--- src/hw/sclt_pkg.sv ---
// shared constants, tables and types of the serial link transmitter
package sclt_pkg;
  // register byte addresses
  localparam logic [11:0] ADDR_EMPH = 12'h048;
  localparam logic [11:0] ADDR_ENABLE = 12'h200;
  localparam logic [11:0] ADDR_MODE = 12'h201;
  localparam logic [11:0] ADDR_KM1 = 12'h202;
  localparam logic [11:0] ADDR_CTL = 12'h204;
  localparam logic [11:0] ADDR_FLAGS = 12'h208;
  localparam logic [11:0] ADDR_MASK = 12'h209;
  localparam logic [11:0] ADDR_STATUS = 12'h20A;
  localparam logic [11:0] ADDR_PINSEL = 12'h20C;
  // values after reset
  localparam logic [7:0] RST_EMPH = 8'h00;
  localparam logic [7:0] RST_ENABLE = 8'h01;
  localparam logic [7:0] RST_MODE = 8'h02;
  localparam logic [7:0] RST_KM1 = 8'h1F;
  localparam logic [7:0] RST_CTL = 8'h02;
  localparam logic [4:0] RST_MASK = 5'h00;
  localparam logic [7:0] RST_PINSEL = 8'h00;
  // field positions
  localparam int CTL_SCR_BIT = 0;
  localparam int CTL_SUB1_BIT = 1;
  localparam int MODE_WIDE_BIT = 0;
  localparam int ALM_PLL = 0;
  localparam int ALM_LINK = 1;
  localparam int ALM_SREF = 2;
  localparam int ALM_NCO = 3;
  localparam int ALM_CLK = 4;
  localparam int ALM_W = 5;
  // synchronised pins: sync_n, sysref, pll_locked, nco, clk upset
  localparam int PIN_SYNC_N = 0;
  localparam int PIN_SYSREF = 1;
  localparam int PIN_PLL = 2;
  localparam int PIN_NCO = 3;
  localparam int PIN_CLK = 4;
  localparam logic [4:0] PIN_IDLE = 5'h04;
  // control characters (octet form, sent with the k flag)
  localparam logic [7:0] K_COMMA = 8'hBC;
  localparam logic [7:0] K_MF_START = 8'h1C;
  localparam logic [7:0] K_CFG_START = 8'h9C;
  localparam logic [7:0] K_MF_ALIGN = 8'h7C;
  localparam logic [7:0] K_FR_ALIGN = 8'hFC;
  localparam logic [7:0] SCR_MARK = 8'hFC;
  // alignment sequence layout
  localparam logic [1:0] ILAS_LAST = 2'h3;
  localparam logic [1:0] ILAS_CFG_MF = 2'h1;
  localparam logic [6:0] CFG_POS_F = 7'h02;
  localparam logic [6:0] CFG_POS_K = 7'h03;
  localparam logic [6:0] CFG_POS_MODE = 7'h04;
  localparam logic [6:0] CFG_POS_CTL = 7'h05;
  localparam logic [14:0] SCR_SEED = 15'h7FFF;
  // 8b/10b tables, negative running disparity, abcdei and fghj
  localparam logic [5:0] T6 [32] = '{
    6'h27, 6'h1D, 6'h2D, 6'h31, 6'h35, 6'h29, 6'h19, 6'h38,
    6'h39, 6'h25, 6'h15, 6'h34, 6'h0D, 6'h2C, 6'h1C, 6'h17,
    6'h1B, 6'h23, 6'h13, 6'h32, 6'h0B, 6'h2A, 6'h1A, 6'h3A,
    6'h33, 6'h26, 6'h16, 6'h36, 6'h0E, 6'h2E, 6'h1E, 6'h2B};
  localparam logic [3:0] T4 [8] = '{
    4'hB, 4'h9, 4'h5, 4'hC, 4'hD, 4'hA, 4'h6, 4'hE};
  localparam logic [5:0] K28_6B = 6'h0F;
  localparam logic [5:0] D07_6B = 6'h38;
  localparam logic [3:0] A7_4B = 4'h7;
  localparam logic [3:0] D3_4B = 4'hC;
  typedef enum logic [1:0] {
    ST_CGS, ST_WAIT, ST_ILAS, ST_DATA
  } sclt_state_type;
endpackage : sclt_pkg

--- src/hw/sclt_link_tx.sv ---
// serial link transmit path: transport, link layer, registers, alarms
//
// Decided for this implementation: the address-and-strobe port.
`timescale 1ns/1ps
// Summary of operation
// RL1: samples packed into octets, frames, multiframes by mode and K.
// RL2: scramble enable bit scrambles data octets; off unless set.
// RL3: alignment sequence is never scrambled.
// RL4: while sync is low every octet sent is the comma K28.5.
// RL5: receiver asserts sync, locks on four commas, releases on LMFC.
// RL6: after sync release, wait for next LMFC edge before alignment.
// RL7: alignment sequence spans exactly four multiframes of fixed pattern.
// RL8: second alignment multiframe carries the link configuration.
// RL9: receiver buffers lanes and releases them together.
// RL10: every octet becomes a 10-bit character with running disparity.
// RL11: unscrambled repeated frame-final octet becomes K28.7, or K28.3.
// RL12: scrambled frame-final 0xFC becomes K28.7, multiframe-final K28.3.
// RL13: receiver checks alignment characters and restores data.
// RL14: link enable at 0 holds block in reset and serializer off.
// RL15: larger pre-emphasis value gives stronger pre-emphasis.
// RL16: captured SYSREF resets the local multiframe counters.
// RL17: receiver picks its buffer release delay from the LMFC.
// RL18: receiver releases buffers only when all lanes arrived.
// RL19: without SYSREF the LMFC free-runs; sync still drives startup.
// RL20: five alarm sources are detected.
// RL21: each alarm sets a sticky flag cleared by writing one.
// RL22: unmasked alarm sets summary and, if selected, the status pin.
// RL23: data follows the fourth multiframe; sync low returns to commas.
module sclt_link_tx (
  input wire logic i_clock,
  input wire logic i_nrst,
  input wire logic [11:0] i_addr,
  input wire logic [7:0] i_wdata,
  input wire logic i_wr,
  input wire logic i_rd,
  output logic [7:0] o_rdata,
  input wire logic [15:0] i_sample,
  output logic o_sample_ready,
  input wire logic i_sync_n,
  input wire logic i_sysref,
  input wire logic i_pll_locked,
  input wire logic i_nco_upset,
  input wire logic i_clk_upset,
  output logic [9:0] o_char,
  output logic o_ser_powerdown,
  output logic [7:0] o_preemphasis_level,
  output logic o_alarm,
  output logic o_status_output_pin
);
  // reset release through two flops
  logic rst_q1;
  logic rst_q2;
  logic rst_n;

  always_ff @(posedge i_clock or negedge i_nrst) begin
    if (!i_nrst) begin
      rst_q1 <= 1'b0;
      rst_q2 <= 1'b0;
    end else begin
      rst_q1 <= 1'b1;
      rst_q2 <= rst_q1;
    end
  end

  assign rst_n = rst_q2;

  // pin synchronisers; logic reads the second stage, and sysref also a third stage for its edge
  logic [4:0] pin_q1;
  logic [4:0] pin_q2;
  logic sref_q3;
  logic [4:0] pin_raw;

  assign pin_raw = {i_clk_upset, i_nco_upset, i_pll_locked, i_sysref,
                    i_sync_n};

  always_ff @(posedge i_clock or negedge rst_n) begin
    if (!rst_n) begin
      pin_q1 <= sclt_pkg::PIN_IDLE;
      pin_q2 <= sclt_pkg::PIN_IDLE;
      sref_q3 <= 1'b0;
    end else begin
      pin_q1 <= pin_raw;
      pin_q2 <= pin_q1;
      sref_q3 <= pin_q2[sclt_pkg::PIN_SYSREF];
    end
  end

  logic sync_low;
  logic sref_event;

  assign sync_low = !pin_q2[sclt_pkg::PIN_SYNC_N];
  assign sref_event = pin_q2[sclt_pkg::PIN_SYSREF] & ~sref_q3;

  // register file
  logic [7:0] emph_q, emph_d;
  logic [7:0] en_q, en_d;
  logic [7:0] mode_q, mode_d;
  logic [7:0] km1_q, km1_d;
  logic [7:0] ctl_q, ctl_d;
  logic [4:0] flags_q, flags_d;
  logic [4:0] mask_q, mask_d;
  logic [7:0] pinsel_q, pinsel_d;
  logic [7:0] rdata_q, rdata_d;
  logic alarm_q, alarm_d;
  logic stpin_q, stpin_d;
  logic [4:0] alm_event;
  sclt_pkg::sclt_state_type state_q, state_d;

  logic enabled;
  logic scr_on;
  logic sub1_on;

  assign enabled = en_q[0];
  assign scr_on = ctl_q[sclt_pkg::CTL_SCR_BIT];
  assign sub1_on = ctl_q[sclt_pkg::CTL_SUB1_BIT];

  always_comb begin
    logic [4:0] clr;
    emph_d = emph_q;
    en_d = en_q;
    mode_d = mode_q;
    km1_d = km1_q;
    ctl_d = ctl_q;
    mask_d = mask_q;
    pinsel_d = pinsel_q;
    clr = 5'h00;
    if (i_wr) begin
      case (i_addr)
        sclt_pkg::ADDR_EMPH: emph_d = i_wdata; // [RL15]
        sclt_pkg::ADDR_ENABLE: en_d = {7'h00, i_wdata[0]};
        // link parameters only move while the link is off
        sclt_pkg::ADDR_MODE: if (!enabled) mode_d = i_wdata; // [RL14]
        sclt_pkg::ADDR_KM1: if (!enabled) km1_d = {3'h0, i_wdata[4:0]};
        sclt_pkg::ADDR_CTL: if (!enabled) ctl_d = {6'h00, i_wdata[1:0]};
        sclt_pkg::ADDR_FLAGS: clr = i_wdata[4:0];
        sclt_pkg::ADDR_MASK: mask_d = i_wdata[4:0];
        sclt_pkg::ADDR_PINSEL: pinsel_d = {7'h00, i_wdata[0]};
        default: ;
      endcase
    end
    // a new event beats a clear in the same cycle
    flags_d = (flags_q & ~clr) | alm_event; // [RL21]
    alarm_d = |(flags_q & ~mask_q); // [RL22]
    stpin_d = alarm_d & pinsel_q[0]; // [RL22]
    rdata_d = 8'h00;
    if (i_rd) begin
      case (i_addr)
        sclt_pkg::ADDR_EMPH: rdata_d = emph_q;
        sclt_pkg::ADDR_ENABLE: rdata_d = en_q;
        sclt_pkg::ADDR_MODE: rdata_d = mode_q;
        sclt_pkg::ADDR_KM1: rdata_d = km1_q;
        sclt_pkg::ADDR_CTL: rdata_d = ctl_q;
        sclt_pkg::ADDR_FLAGS: rdata_d = {3'h0, flags_q};
        sclt_pkg::ADDR_MASK: rdata_d = {3'h0, mask_q};
        sclt_pkg::ADDR_STATUS: rdata_d = {5'h00, state_q, alarm_q};
        sclt_pkg::ADDR_PINSEL: rdata_d = pinsel_q;
        default: rdata_d = 8'h00;
      endcase
    end
  end

  always_ff @(posedge i_clock or negedge rst_n) begin
    if (!rst_n) begin
      emph_q <= sclt_pkg::RST_EMPH;
      en_q <= sclt_pkg::RST_ENABLE;
      mode_q <= sclt_pkg::RST_MODE;
      km1_q <= sclt_pkg::RST_KM1;
      ctl_q <= sclt_pkg::RST_CTL;
      flags_q <= 5'h00;
      mask_q <= sclt_pkg::RST_MASK;
      pinsel_q <= sclt_pkg::RST_PINSEL;
      rdata_q <= 8'h00;
      alarm_q <= 1'b0;
      stpin_q <= 1'b0;
    end else begin
      emph_q <= emph_d;
      en_q <= en_d;
      mode_q <= mode_d;
      km1_q <= km1_d;
      ctl_q <= ctl_d;
      flags_q <= flags_d;
      mask_q <= mask_d;
      pinsel_q <= pinsel_d;
      rdata_q <= rdata_d;
      alarm_q <= alarm_d;
      stpin_q <= stpin_d;
    end
  end

  assign o_rdata = rdata_q;
  assign o_preemphasis_level = emph_q; // [RL15]
  assign o_ser_powerdown = ~enabled; // [RL14]
  assign o_alarm = alarm_q;
  assign o_status_output_pin = stpin_q;

  // link layer: multiframe counters, sequencing, octet selection
  logic [1:0] oct_q, oct_d;
  logic [4:0] fr_q, fr_d;
  logic [1:0] ilas_q, ilas_d;
  logic [7:0] low_q, low_d;
  logic [7:0] last_q, last_d;
  logic [1:0] f_last;
  logic frame_end;
  logic mf_end;
  logic sref_hit;
  logic [6:0] pos;
  logic [7:0] tx_octet;
  logic tx_k;
  logic [7:0] raw_octet;
  logic [7:0] scr_octet;
  logic [7:0] fin_octet;
  logic scr_clear;
  logic scr_adv;

  // wide mode sends two samples per frame
  assign f_last = mode_q[sclt_pkg::MODE_WIDE_BIT] ? 2'h3 : 2'h1; // [RL1]
  assign frame_end = (oct_q == f_last); // [RL1]
  assign mf_end = frame_end && (fr_q == km1_q[4:0]); // [RL1]
  assign sref_hit = enabled && sub1_on && sref_event; // [RL16]
  assign pos = mode_q[sclt_pkg::MODE_WIDE_BIT] ? {fr_q, oct_q}
                                               : {1'b0, fr_q, oct_q[0]};
  // each sample goes out as two octets, high byte first
  assign o_sample_ready = enabled && (state_q == sclt_pkg::ST_DATA)
                          && !oct_q[0]; // [RL1]
  assign raw_octet = oct_q[0] ? low_q : i_sample[15:8]; // [RL1]
  assign scr_clear = !enabled || (state_q != sclt_pkg::ST_DATA);
  // scrambler only steps on data octets, never on alignment
  assign scr_adv = scr_on && (state_q == sclt_pkg::ST_DATA); // [RL3]
  assign fin_octet = scr_on ? scr_octet : raw_octet; // [RL2]

  sclt_scrambler u_scr (
    .i_clock(i_clock),
    .i_rst_n(rst_n),
    .i_clear(scr_clear),
    .i_advance(scr_adv),
    .i_data(raw_octet),
    .o_data(scr_octet)
  );

  always_comb begin
    oct_d = oct_q;
    fr_d = fr_q;
    state_d = state_q;
    ilas_d = ilas_q;
    low_d = low_q;
    last_d = last_q;
    // counters free-run without SYSREF, so the LMFC phase is arbitrary
    if (!enabled || sref_hit) begin // [RL14] [RL16] [RL19]
      oct_d = 2'h0;
      fr_d = 5'h00;
    end else if (frame_end) begin
      oct_d = 2'h0;
      fr_d = mf_end ? 5'h00 : fr_q + 5'h01;
    end else begin
      oct_d = oct_q + 2'h1;
    end
    case (state_q)
      sclt_pkg::ST_CGS: begin
        if (!sync_low) state_d = sclt_pkg::ST_WAIT;
      end
      sclt_pkg::ST_WAIT: begin
        if (mf_end) begin // [RL6]
          state_d = sclt_pkg::ST_ILAS;
          ilas_d = 2'h0;
        end
      end
      sclt_pkg::ST_ILAS: begin
        if (mf_end) begin
          if (ilas_q == sclt_pkg::ILAS_LAST) state_d = sclt_pkg::ST_DATA; // [RL7] [RL23]
          else ilas_d = ilas_q + 2'h1;
        end
      end
      sclt_pkg::ST_DATA: begin
        if (o_sample_ready) low_d = i_sample[7:0];
        if (frame_end) last_d = fin_octet;
      end
      default: state_d = sclt_pkg::ST_CGS;
    endcase
    if (!enabled || sync_low) begin // [RL4] [RL14] [RL23]
      state_d = sclt_pkg::ST_CGS;
      ilas_d = 2'h0;
    end
  end

  always_ff @(posedge i_clock or negedge rst_n) begin
    if (!rst_n) begin
      oct_q <= 2'h0;
      fr_q <= 5'h00;
      state_q <= sclt_pkg::ST_CGS;
      ilas_q <= 2'h0;
      low_q <= 8'h00;
      last_q <= 8'h00;
    end else begin
      oct_q <= oct_d;
      fr_q <= fr_d;
      state_q <= state_d;
      ilas_q <= ilas_d;
      low_q <= low_d;
      last_q <= last_d;
    end
  end

  // octet and k flag handed to the encoder
  always_comb begin
    tx_octet = sclt_pkg::K_COMMA;
    tx_k = 1'b1;
    case (state_q)
      sclt_pkg::ST_CGS, sclt_pkg::ST_WAIT: begin
        tx_octet = sclt_pkg::K_COMMA; // [RL4]
        tx_k = 1'b1;
      end
      sclt_pkg::ST_ILAS: begin
        // fixed pattern: start mark, ramp, end mark
        tx_k = 1'b0;
        tx_octet = {1'b0, pos}; // [RL7]
        if (pos == 7'h00) begin
          tx_octet = sclt_pkg::K_MF_START; // [RL7]
          tx_k = 1'b1;
        end else if (mf_end) begin
          tx_octet = sclt_pkg::K_MF_ALIGN; // [RL7]
          tx_k = 1'b1;
        end else if (ilas_q == sclt_pkg::ILAS_CFG_MF) begin
          case (pos)
            7'h01: begin
              tx_octet = sclt_pkg::K_CFG_START; // [RL8]
              tx_k = 1'b1;
            end
            sclt_pkg::CFG_POS_F: tx_octet = {6'h00, f_last}; // [RL8]
            sclt_pkg::CFG_POS_K: tx_octet = km1_q; // [RL8]
            sclt_pkg::CFG_POS_MODE: tx_octet = mode_q; // [RL8]
            sclt_pkg::CFG_POS_CTL: tx_octet = ctl_q; // [RL8]
            default: tx_octet = {1'b0, pos};
          endcase
        end
      end
      sclt_pkg::ST_DATA: begin
        tx_octet = fin_octet; // [RL2]
        tx_k = 1'b0;
        if (frame_end && (scr_on ? (fin_octet == sclt_pkg::SCR_MARK)
                                 : (fin_octet == last_q))) begin // [RL11] [RL12]
          tx_octet = mf_end ? sclt_pkg::K_MF_ALIGN : sclt_pkg::K_FR_ALIGN;
          tx_k = 1'b1;
        end
      end
      default: begin
        tx_octet = sclt_pkg::K_COMMA;
        tx_k = 1'b1;
      end
    endcase
  end

  sclt_enc8b10b u_enc (
    .i_clock(i_clock),
    .i_rst_n(rst_n),
    .i_clear(!enabled),
    .i_data(tx_octet),
    .i_k(tx_k),
    .o_char(o_char) // [RL10]
  );

  // alarm sources
  always_comb begin
    alm_event = 5'h00;
    alm_event[sclt_pkg::ALM_PLL] = !pin_q2[sclt_pkg::PIN_PLL]; // [RL20]
    alm_event[sclt_pkg::ALM_LINK] = (state_q != sclt_pkg::ST_DATA); // [RL20]
    // realigned only when the counters were not already at a boundary
    alm_event[sclt_pkg::ALM_SREF] = sref_hit && !mf_end; // [RL20]
    alm_event[sclt_pkg::ALM_NCO] = pin_q2[sclt_pkg::PIN_NCO]; // [RL20]
    alm_event[sclt_pkg::ALM_CLK] = pin_q2[sclt_pkg::PIN_CLK]; // [RL20]
  end
endmodule : sclt_link_tx

--- src/hw/sclt_scrambler.sv ---
// self-synchronising octet scrambler, polynomial 1 + x^14 + x^15
`timescale 1ns/1ps
module sclt_scrambler (
  input wire logic i_clock,
  input wire logic i_rst_n,
  input wire logic i_clear,
  input wire logic i_advance,
  input wire logic [7:0] i_data,
  output logic [7:0] o_data
);
  logic [14:0] st_q;
  logic [14:0] st_d;

  // msb first; s[0] holds the newest scrambled bit
  always_comb begin
    logic [14:0] s;
    logic b;
    s = st_q;
    b = 1'b0;
    o_data = 8'h00;
    for (int i = 7; i >= 0; i--) begin
      b = i_data[i] ^ s[13] ^ s[14];
      o_data[i] = b;
      s = {s[13:0], b};
    end
    st_d = i_clear ? sclt_pkg::SCR_SEED : (i_advance ? s : st_q);
  end

  always_ff @(posedge i_clock or negedge i_rst_n) begin
    if (!i_rst_n) st_q <= sclt_pkg::SCR_SEED;
    else st_q <= st_d;
  end
endmodule : sclt_scrambler

--- src/hw/sclt_enc8b10b.sv ---
// 8b/10b encoder with running disparity, registered character out
`timescale 1ns/1ps
module sclt_enc8b10b (
  input wire logic i_clock,
  input wire logic i_rst_n,
  input wire logic i_clear,
  input wire logic [7:0] i_data,
  input wire logic i_k,
  output logic [9:0] o_char
);
  logic rd_q;
  logic rd_d;
  logic [9:0] char_q;
  logic [9:0] char_d;

  always_comb begin
    logic [4:0] x;
    logic [2:0] y;
    logic [5:0] c6;
    logic [3:0] c4;
    logic rd1;
    logic alt;
    x = i_data[4:0];
    y = i_data[7:5];
    rd1 = 1'b0;
    alt = 1'b0;
    c4 = 4'h0;
    c6 = i_k ? sclt_pkg::K28_6B : sclt_pkg::T6[x];
    if (rd_q && ($countones(c6) != 3 || c6 == sclt_pkg::D07_6B)) c6 = ~c6;
    rd1 = ($countones(c6) != 3) ? ~rd_q : rd_q;
    // alternate x.7 avoids a run of five equal bits across the boundary
    alt = (y == 3'h7) && (i_k
      || (!rd1 && (x == 5'h11 || x == 5'h12 || x == 5'h14))
      || (rd1 && (x == 5'h0B || x == 5'h0D || x == 5'h0E)));
    c4 = alt ? sclt_pkg::A7_4B : sclt_pkg::T4[y];
    if (i_k && !rd1 && (y == 3'h1 || y == 3'h2 || y == 3'h5 || y == 3'h6))
      c4 = ~c4;
    if (rd1 && ($countones(c4) != 2 || c4 == sclt_pkg::D3_4B)) c4 = ~c4;
    rd_d = ($countones(c4) != 2) ? ~rd1 : rd1;
    char_d = {c6, c4};
    if (i_clear) begin
      rd_d = 1'b0;
      char_d = 10'h000;
    end
  end

  always_ff @(posedge i_clock or negedge i_rst_n) begin
    if (!i_rst_n) begin
      rd_q <= 1'b0;
      char_q <= 10'h000;
    end else begin
      rd_q <= rd_d;
      char_q <= char_d;
    end
  end

  assign o_char = char_q;
endmodule : sclt_enc8b10b

--- config.mk ---
export PLATFORM = sky130hd
export DESIGN_NAME = sclt_link_tx
export DESIGN_NICKNAME = d
export VERILOG_FILES = /design/src/hw/sclt_pkg.sv /design/src/hw/sclt_link_tx.sv /design/src/hw/sclt_scrambler.sv /design/src/hw/sclt_enc8b10b.sv
export SDC_FILE = /design/constraint.sdc
export NUM_CORES = 1
export LEC_CHECK = 0
export ABC_AREA = 1
export BUFFER_PORTS_ARGS = -buffer_cell sky130_fd_sc_hd__buf_2
export CAP_MARGIN = 40
export CORE_ASPECT_RATIO = 0.75
export CORE_MARGIN = 2
export CORE_UTILIZATION = 50
export CTS_CLUSTER_SIZE = 20
export DETAILED_ROUTE_END_ITERATION = 10
export PLACE_DENSITY = 0.69
export SLEW_MARGIN = 40
export SYNTH_ARGS = -nofsm -noshare
export SYNTH_HDL_FRONTEND = slang
export SYNTH_HIERARCHICAL = 1
export SYNTH_SLANG_ARGS = --single-unit
--- constraint.sdc ---
create_clock -name i_clock -period 4.2 [get_ports i_clock]
set_clock_uncertainty 0.1 [all_clocks]
set_input_delay 0.84 -clock i_clock [delete_from_list [all_inputs] [get_ports i_clock]]
set_output_delay 0.84 -clock i_clock [all_outputs]
set_load 0.005 [all_outputs]
After elaboration in Yosys (flattened, before gate mapping):

Memories as Yosys holds them, arrays and structs flattened.
Cells that the tools add are included.

* $add $sub $neg: 19
* multipliers: 0
* div/mod/pow operators: 0
* order comparisons: 2
* equality and inequality tests: 46
* shifts and indexed selects: 0
* mux-type cells: 53
* bitwise operators: 32
* reduce and logical (&&, ||, !) cells: 54

Operators by type and width (count)
* adder 32 bit: 6
* inequality test 32 x 3 -> 1 bit, second input constant: 4
* == test 12 x 10 -> 1 bit, second input constant: 8
* one-hot mux 8 bit (9 select lines): 1
* two-way mux 8 bit: 8
* one-hot mux 8 bit (5 select lines): 1
* two-way mux 15 bit: 2
* two-way mux 5 bit: 5
* two-way mux 2 bit: 12
* two-way mux 6 bit: 4
* one-hot mux 8 bit (3 select lines): 1
* adder 1 x 1 -> 2 bit: 10
* two-way mux 4 bit: 5
* bitwise XOR 1 bit: 16
* == test 5 x 4 -> 1 bit, second input constant: 3
* == test 5 bit, second input constant: 3
* logical AND 1 bit: 15
* inequality test 3 bit, second input constant: 5
* == test 7 x 2 -> 1 bit, second input constant: 2
* == test 7 x 3 -> 1 bit, second input constant: 2
* logical OR 1 bit: 14
* == test 12 x 7 -> 1 bit, second input constant: 1
* AND reduction 2 bit: 6
* bitwise AND 5 bit: 2
* 42 further kinds: 70

* bits in registers: 111
* latch bits: 0
* RAM bits: 0
* ROM bits: 224
* bits of input ports: 45
* output and inout bits: 30
* word-level logic and storage cells: 233
* memories kept: 2

Memory list
* (no name shown): words 32, width 6, rd ports 1, clocked after Yosys merged registers in 0, wr ports 0, RTL line sclt_enc8b10b.sv:28 `c6 = i_k ? sclt_pkg::K28_6B : sclt_pkg::T6[x];`
* (no name shown): words 8, width 4, rd ports 1, clocked after Yosys merged registers in 0, wr ports 0, RTL line sclt_enc8b10b.sv:35 `c4 = alt ? sclt_pkg::A7_4B : sclt_pkg::T4[y];`

Depth between registers and ports, before layout:

Gate-level depths: netlist of run 1.

* word-level depth: 45
* mapped depth: 66

Modules after synthesis:

Netlist of run 1, hierarchy kept.

Modules (own cells, without submodules)
* sclt_link_tx: times used 1, cells an instance 690, area each 4984.8 um^2, sequential area each 2139.6 um^2
* sclt_enc8b10b: times used 1, cells an instance 220, area each 1503.9 um^2, sequential area each 275.3 um^2
* sclt_scrambler: times used 1, cells an instance 124, area each 953.4 um^2, sequential area each 394.1 um^2

Worst setup path after synthesis of run 1:

No wires, ideal clock.

* path kind: in2reg
* start: in i_sample[13]
* end: reg u_enc.rd_q
* library setup time: 0.133 ns
* arrival: 8.692 ns
* required time: 3.967 ns
* path slack: -4.725 ns
* stages: 57
* path buffers: 0
* cell sequence: nand2_1 > nand2_1 > inv_1 > nand2_1 > nand3_1 > and2_1 > or2_2 > nand2_1 > nand2_1 > nand2_1 > nor2_1 > nand3_1 > nand2_1 > inv_1 > nand2_1 > nand2_1 > inv_1 > ha_1 > (+21 left out) > inv_1 > ha_1 > inv_1 > fa_1 > inv_1 > nand3_1 > nand2_1 > nand2_1 > or2_2 > nand2_1 > inv_1 > xor2_1 > ha_1 > ha_1 > ha_1 > nor3b_1 > xor2_1 > nor2_1

* word-level cells in the longest chain between the ends: 45
* elaborated cells on any way between the ends: 84
* those cells by class: 16 x add/sub; 19 x eq/ne; 19 x mux; 8 x bitwise; 20 x reduce/logical; 2 x memory

RTL lines
* start, declared: RTL line sclt_link_tx.sv:37 `input wire logic [15:0] i_sample,`
* two-way mux 8 bit *: RTL line sclt_link_tx.sv:225 `assign raw_octet = oct_q[0] ? low_q : i_sample[15:8];`
* named net raw_octet[5]: RTL line sclt_link_tx.sv:209 `logic [7:0] raw_octet;`
* bitwise XOR 1 bit * (2 in series): RTL line sclt_scrambler.sv:22 `b = i_data[i] ^ s[13] ^ s[14];`
* named net scr_octet[5]: RTL line sclt_link_tx.sv:210 `logic [7:0] scr_octet;`
* two-way mux 8 bit *: RTL line sclt_link_tx.sv:229 `assign fin_octet = scr_on ? scr_octet : raw_octet;`
* == test 8 bit (on tied branches): RTL line sclt_link_tx.sv:340, sclt_link_tx.sv:339
* two-way mux 1 bit *: RTL line sclt_link_tx.sv:339 `if (frame_end && (scr_on ? (fin_octet == sclt_pkg::SCR_MARK)`
* logical AND 1 bit *: RTL line sclt_link_tx.sv:339
* (+2 left out)
* named net tx_octet[0]: RTL line sclt_link_tx.sv:207 `logic [7:0] tx_octet;`
* (+29 left out)
* logical AND 1 bit: RTL line sclt_enc8b10b.sv:38 `if (rd1 && ($countones(c4) != 2 || c4 == sclt_pkg::D3_4B)) c4 = ~c4;`
* two-way mux 4 bit: RTL line sclt_enc8b10b.sv:38
* adder 1 x 1 -> 2 bit (not written as such): RTL line sclt_enc8b10b.sv:39 `rd_d = ($countones(c4) != 2) ? ~rd1 : rd1;`
* adder 32 bit (not written as such): RTL line sclt_enc8b10b.sv:39
* inequality test 32 x 3 -> 1 bit: RTL line sclt_enc8b10b.sv:39
* two-way mux 1 bit *: RTL line sclt_enc8b10b.sv:39
* two-way mux 1 bit *: RTL line sclt_enc8b10b.sv:41 `if (i_clear) begin`
* named net u_enc.rd_d: RTL line sclt_enc8b10b.sv:12 `logic rd_d;`
* end signal, assigned: RTL line sclt_enc8b10b.sv:52 `rd_q <= rd_d;`
* end, declared: RTL line sclt_enc8b10b.sv:11 `logic rd_q;`

Mark *: on every way through the listed nets, which the timed path passes. The rest lies on a longest branch. The select of a mux whose other input is x is not followed.
A chain may end at the register's enable or synchronous reset.

Worst setup path after layout of run 1:

* start: reg oct_q[0]
* end: reg u_enc.rd_q

* word-level cells in the longest chain between the ends: 45
* elaborated cells on any way between the ends: 116
* those cells by class: 16 x add/sub; 25 x eq/ne; 29 x mux; 22 x bitwise; 22 x reduce/logical; 2 x memory

RTL lines
* start, declared: RTL line sclt_link_tx.sv:197 `logic [1:0] oct_q, oct_d;`
* start signal, assigned: RTL line sclt_link_tx.sv:294 `oct_q <= oct_d;`
* two-way mux 8 bit: RTL line sclt_link_tx.sv:225
* bitwise XOR 1 bit (2 in series): RTL line sclt_scrambler.sv:22
* two-way mux 8 bit: RTL line sclt_link_tx.sv:229
* == test 8 bit (on tied branches): RTL line sclt_link_tx.sv:340, sclt_link_tx.sv:339
* two-way mux 1 bit: RTL line sclt_link_tx.sv:339
* logical AND 1 bit: RTL line sclt_link_tx.sv:339
* two-way mux 8 bit: RTL line sclt_link_tx.sv:339
* one-hot mux 8 bit (3 select lines) *: RTL line sclt_link_tx.sv:307 `case (state_q)`
* named net tx_octet[1]: RTL line sclt_link_tx.sv:207
* (+29 left out)
* logical AND 1 bit: RTL line sclt_enc8b10b.sv:38
* two-way mux 4 bit: RTL line sclt_enc8b10b.sv:38
* adder 1 x 1 -> 2 bit (not written as such): RTL line sclt_enc8b10b.sv:39
* adder 32 bit (not written as such): RTL line sclt_enc8b10b.sv:39
* inequality test 32 x 3 -> 1 bit: RTL line sclt_enc8b10b.sv:39
* two-way mux 1 bit *: RTL line sclt_enc8b10b.sv:39
* two-way mux 1 bit *: RTL line sclt_enc8b10b.sv:41
* named net u_enc.rd_d: RTL line sclt_enc8b10b.sv:12

Marked as above.

==> flow_summary.toml, run 1 <==
[run_status]
outcome = "finished with violations"
violations = "negative setup slack"

[power]
power_leakage_nw = 5.27
p_per_area_mw_per_mm2 = 211
ir_drop_mv = 0.201

[sta]
slew_headroom = 0.586
drv_slew = 0
tightest_slew_ps = 621
setup_ws_ps = -4470
post-route-period-util = 2.06
finalCriticalPeriod_ps = 8670
fmax_mhz = 115
hold_viol_final = 0
setup_violations = 11
whs_ps = 139
rsz0062_at_grt = "true"

[route]
route.vias.total = 7461
viasPerCell = 4.95
avgRoutedWirePerCell_um = 13.3
drt_first_pass_iters = 6
finalWirelength_um = 20000
drc = 0
antenna_left = 0
first_iter_violations = 635

[yosys]
synthCells = 1034
ys_seq_area_frac = 0.377
synth.avg_cell_area_sq_um = 7.20
yosys.area.top_type = "dfrtp_1"
async_flop_share = 1.00
synth_top_cells_by_area = "dfrtp_1, nand2_1, dfstp_2"
synth_flop_cell = "dfrtp_1"
syn_nets = 1112
synth_most_common_cell = "nand2_1"
synth.top_cell.area_share = 0.289
yosys-top-cells-count = "nand2_1, inv_1, dfrtp_1, nand3_1, nor2_1"
synth_edf_count = 0
ys_ff_latch = 111
yosysWarnings = 6
ys_types = 50
synth.cell_area_sq_mm = 0.00744

[cells_and_area]
syn_to_final_growth_pct = 36.2
n_antenna_cell = 0
drive_gt1_frac = 0.361
nFillCells = 1212
stdcell_count = 1507
final_area_sq_mm = 0.0101
nets = 1380

[floorplanning]
die_y_um = 110
ios = 75
coreArea_sq_mm = 0.0145
die-width_um = 145
dieArea_sq_mm = 0.0159
start_util = 0.513
row_count = 38

[cts]
cts_buffers = 9
cts_hold_buf = 0
tritoncts = "built"
path_clk_slew_ps = 80
cts_buffer_depth = 2
numClockSinks = 111
insertion_delay_ps = 370
clockRootBuffer = "clkbuf_16"
htreeDepth = 3

[placed_design]
gp_congestion = 0.947
dp_cells = 1469
placed_area_sq_mm = 0.00943
dpl.hpwl_um = 15400
numPortBuffers = 74

[global_route]
grt_max_degree = 49
met1_usage = 0.398
use_met2 = 0.403
busiest_layer = "met2"
grtUsageTotal = 0.269
grt_util_met3 = 0.0575
grt_pass1_vias = 6965
grt_pass1_wl_um = 33400
overflow = 0
antenna_found_initial = 0

[setup_path]
crit_path_max_fanout = 6
slowest_stage = "fa_1"
cp_data_required_time_ps = 4340
rr_startpoint = "oct_q[0]"
crit_top_cell = "inv_2"
rr_worst_depth = 53
end_kind = "flip-flop"
slowest_delay_ps = 500
start_kind = "flip-flop"
crit_start = "oct_q[0]"
reg2reg_to = "u_enc/rd_q"
arrival_ps = 8810
criticalPathCategory = "flip-flop to flip-flop"
rrSetupSlack_ps = -4470

[flow_run]
max-cap-violations = 0

[min_path]
hold_path.class = "primary input to asynchronous set/reset pin"
## final cells by class
class / instances / area, sq um / share of cell area
flip-flops and latches: 111 / 2810 / 0.278
clock buffers: 9 / 225 / 0.0222
clock inverters: 7 / 98.8 / 0.00975
repair inverters: 1 / 7.51 / 0.000741
well taps: 200 / 250 / 0.0247
multi-input cells: 751 / 4230 / 0.417
repair buffers: 276 / 1930 / 0.190
inverters: 152 / 583 / 0.0575
## registers in the layout, indices dropped and copies added, names as in the netlist, 2 cells and up
| register | flops |
|---|---|
| mode_q | 8 |
| o_preemphasis_level | 8 |
| last_q | 8 |
| flags_q | 5 |
| pin_q2 | 5 |
| mask_q | 5 |
| low_q | 8 |
| pin_q1 | 5 |
| fr_q | 5 |
| ctl_q | 2 |
| ilas_q | 2 |
| oct_q | 2 |
| o_rdata | 8 |
| km1_q | 5 |
| u_scr/st_q | 15 |
| state_q | 2 |
| u_enc/o_char | 10 |
## placed cells by master (no fill, tap or decap), types with 25 or more instances in the layout
cell and count:
inv_1 128, nand3_1 66, dfstp_2 25, nand2_2 30, buf_4 195, buf_2 74
nor2_1 78, dfrtp_1 84, o21ai_0 51, nand2_1 307
## how the worst max path moves through the flow
| stage | end | slack [ps] | depth (start not counted) |
|---|---|---|---|
| 2_1_floorplan | u_enc/rd_q | -4270 | 59 |
| 3_3_place_gp | u_enc/rd_q | -4580 | 61 |
| 3_5_place_dp | u_enc/rd_q | -4780 | 63 |
| 4_1_cts | u_enc/rd_q | -4430 | 59 |
| 5_1_grt | u_enc/rd_q | -4990 | 63 |
| 6_report | u_enc/rd_q | -4470 | 53 |
## power by group
| part | switching, mW | internal [mW] |
|---|---|---|
| Clock | 0.480 | 0.442 |
| Sequential | 0.0117 | 1.08 |
| Combinational | 0.0734 | 0.0582 |
## cell families after synthesis
kind of cell	after synthesis	synth area share
compound gates	109	0.0861
xor+xnor	11	0.0150
fa+ha+maj	33	0.0605
buf+inv	172	0.0992
flops	111	0.377
mux	6	0.00891
other cells	1	0.000504
simple gates	591	0.352
## worst max-delay path: cells and delay by family (launching register included)
family	cells	cell delay [ps]
buffers and inverters	16	1460
XOR/XNOR	3	450
flip-flops	1	460
AO/OA/AOI/OAI	3	450
adder cells (fa/ha/maj)	12	3660
AND/OR/NAND/NOR	19	1950
## layer usage
| layer | wire (um) | vias up |
|---|---|---|
| met1 | 10000 | 3421 |
| li1 | - | 3787 |
| met5 | 0 | - |
| met3 | 1330 | 25 |
| met4 | 177 | 0 |
| met2 | 8460 | 228 |
## per-stage QoR
step	setup WS [ps]	total power [mW]	TNS [ps]	util
after global routing	-4990	2.23	-30930	0.699
after global placement	-4580	1.23	-27340	0.650
after CTS	-4430	2.17	-26070	0.691
final	-4470	2.14	-26280	0.699
after detailed placement	-4780	1.23	-29020	0.650
after floorplan	-4270	1.17	-22520	-
## what timing repair did
item | CTS | global route
pin swaps | 20 | 18
gates cloned | 1 | 0
setup buffers | 19 | 4
endpoints found under the setup margin | 11 | 11
gates resized for setup | 35 | 25
(Power assumes the default switching activity.)
==> inputs of run 2 (changes only) <==
--- a/config.mk
+++ b/config.mk
@@ -5,15 +5,17 @@
 export SDC_FILE = /design/constraint.sdc
 export NUM_CORES = 1
 export LEC_CHECK = 0
-export ABC_AREA = 1
 export BUFFER_PORTS_ARGS = -buffer_cell sky130_fd_sc_hd__buf_2
 export CAP_MARGIN = 40
+export CELL_PAD_IN_SITES_DETAIL_PLACEMENT = 0
+export CELL_PAD_IN_SITES_GLOBAL_PLACEMENT = 2
 export CORE_ASPECT_RATIO = 0.75
 export CORE_MARGIN = 2
-export CORE_UTILIZATION = 50
+export CORE_UTILIZATION = 38
 export CTS_CLUSTER_SIZE = 20
 export DETAILED_ROUTE_END_ITERATION = 10
-export PLACE_DENSITY = 0.69
+export GPL_TIMING_DRIVEN = 0
+export PLACE_DENSITY_LB_ADDON = 0.1
 export SLEW_MARGIN = 40
 export SYNTH_ARGS = -nofsm -noshare
 export SYNTH_HDL_FRONTEND = slang
==> run 2 against run 1 <==
Effect of this change:
- the flow still finishes with violations (negative setup slack)
- worst hold slack lost 1.6 ps
- maximum frequency down 6.7%
- critical path depth fell by 7
- non-clock buffer count fell by 125
- largest cell class unchanged
- sequential power about the same
- first-iteration DRC count shrank 52%
==> flow_summary.toml, run 2 <==
[sta]
post-route-period-util = 2.21
setup_violations = 11
drv_slew = 0
whs_ps = 138
setup_tns_ps = -35590
fmax_mhz = 108
rsz0062_at_grt = "true"
tightest_slew_ps = 756
slew_headroom = 0.494
setup_ws_ps = -5090
finalCriticalPeriod_ps = 9290
hold_viol_final = 0

[cts]
numClockSinks = 111
clockRootBuffer = "clkbuf_16"
insertion_delay_ps = 360
tritoncts = "built"
cts_buffers = 9
cts_buffer_depth = 2
htreeDepth = 3
path_clk_slew_ps = 80

[route]
top_layer = "met4"
drc = 0
first_iter_violations = 302
wl_met2_um = 7820
viasPerCell = 5.37
m1WireLength_um = 9790
drt_first_pass_iters = 5
wl_met3_um = 1090
route.vias.total = 5664
finalWirelength_um = 18800
avgRoutedWirePerCell_um = 17.8
antenna_left = 0

[cells_and_area]
syn_to_final_growth_pct = 24.1
n_antenna_cell = 0
final_common_cell = "dfrtp_1"
drive_gt1_frac = 0.352
stdcell_count = 1055
nets = 886
layout_common_cells = "dfrtp_1, buf_2, nand2_1"
final_area_sq_mm = 0.00859
largest_reg_flops = 15
top_register = "u_scr/st_q"
utilization = 0.484

[power]
swShare = 0.246
combPwrFrac = 0.055
p_per_area_mw_per_mm2 = 238
power_frac_seq = 0.533
power_leakage_nw = 3.81
p_int_mw = 1.54
ir_drop_mv = 0.186
p_clk_frac = 0.412
p_total_mw = 2.04
p_sw_mw = 0.502

[floorplanning]
row_count = 42
die-width_um = 160
ios = 75
dieArea_sq_mm = 0.0193
start_util = 0.390
die_y_um = 121
coreArea_sq_mm = 0.0178

[setup_path]
arrival_ps = 9410
criticalPathCategory = "flip-flop to flip-flop"
end_kind = "flip-flop"
slowest_delay_ps = 540
cp_data_required_time_ps = 4320
crit_path_max_fanout = 5
slowest_stage = "fa_1"
start_kind = "flip-flop"

[yosys]
ys_seq_area_frac = 0.406
synthCells = 679
synth_top_cells_by_area = "dfrtp_1, dfstp_2, mux2_2"
synth.avg_cell_area_sq_um = 10.2
ys_ff_latch = 111
yosysWarnings = 6
yosys-top-cells-count = "dfrtp_1, nand2_1, mux2_2, nor2_1, inv_1"
synth_edf_count = 0
ys_types = 86
async_flop_share = 1.00
synth.top_cell.area_share = 0.311
synth.cell_area_sq_mm = 0.00692
synth_flop_cell = "dfrtp_1"
syn_nets = 757
yosys.area.top_type = "dfrtp_1"
synth_most_common_cell = "dfrtp_1"

[flow_run]
max-cap-violations = 0

[run_status]
violations = "negative setup slack"
outcome = "finished with violations"

[global_route]
overflow = 0
grt_pass1_wl_um = 30300
grt_pass1_vias = 5537
antenna_found_initial = 0
grt_max_degree = 37
grtUsageTotal = 0.199

[min_path]
hold_path.class = "flip-flop to asynchronous set/reset pin"

[placed_design]
dpl_worst_slack_ps = -6310
dpl.hpwl_um = 13900
dp_cells = 996
placed_area_sq_mm = 0.00773
numPortBuffers = 72
gp_congestion = 0.855
run 2: cell count changes after synthesis, moves of 14 or more:
cell      previous run  this run
nor2_1              82        37
mux2i_1              1        18
inv_1              142        36
nand2_1            334        67
nor2b_1              0        27
a211o_1              0        16
clkbuf_1             3        17
nand4_1             16         2
o21ai_0             53        25
mux2_2               5        44
nand3_1             83        17
run 2: repair_timing:
item | in CTS | in global routing
hold buffers | 0 | 0
pin swaps | 12 | 25
setup buffers | 30 | 13
resized for setup | 26 | 29
setup endpoints to repair | 11 | 11
cloned | 1 | 0
run 2: critical path, delay by kind of cell, from the launching register on:
kind / cells / cell delay [ps]
mux: 2 / 560
compound gates: 9 / 1750
xor+xnor: 4 / 830
buf+inv: 10 / 830
flops: 1 / 400
fa+ha+maj: 11 / 3580
simple gates: 10 / 1110
run 2: power by group through the flow:
stage / sequential [mW] / clock (mW) / combinational [mW]
floorplan: 1.12 / 0 / 0.0397
global placement: 1.13 / 0 / 0.0782
detailed placement: 1.11 / 0 / 0.105
CTS: 1.09 / 0.868 / 0.110
global route: 1.09 / 0.907 / 0.123
finish: 1.09 / 0.841 / 0.112
run 2: layout make-up:
cell class	count	area, sq um
Timing Repair Buffer	118	769
Tap cell	242	303
Buffer	33	173
Sequential cell	111	2810
Multi-Input combinational cell	497	4110
Fill cell	1736	9170
Clock inverter	7	53.8
Clock buffer	9	225
Inverter	38	145
run 2: path summary, 6_finish.rpt:
| kind | startpoint | endpoint | slack [ps] | cells past startpoint |
|---|---|---|---|---|
| worst max register to register | oct_q[0] | u_enc/rd_q | -5090 | 46 |
| worst min-delay path | rst_n | pin_q1[4] | 140 | 0 |
| max in group asynchronous | rst_n | u_scr/st_q[0] | 2850 | 3 |
| worst max-delay path | oct_q[0] | u_enc/rd_q | -5090 | 46 |
| min in group i_clock | pin_q1[3] | pin_q2[3] | 250 | 0 |
| worst min register to register | rst_n | pin_q1[4] | 140 | 0 |
run 2: routing by layer:
layer  GRT usage  vias to the layer above
met3      0.0414                        8
met4      0.0315                        0
met2       0.294                      149
met1       0.304                     2807
li1            -                     2700
met5           0                        -
run 2: kinds of logic (layout without fill, tap and decap cells):
kind of cell	after synthesis	after routing	synth area share
flops	111	111	0.406
other cells	1	1	0.000542
compound gates	151	151	0.162
fa+ha+maj	33	33	0.0651
simple gates	215	215	0.159
xor+xnor	27	27	0.0515
mux	70	70	0.113
buf+inv	71	205	0.0437
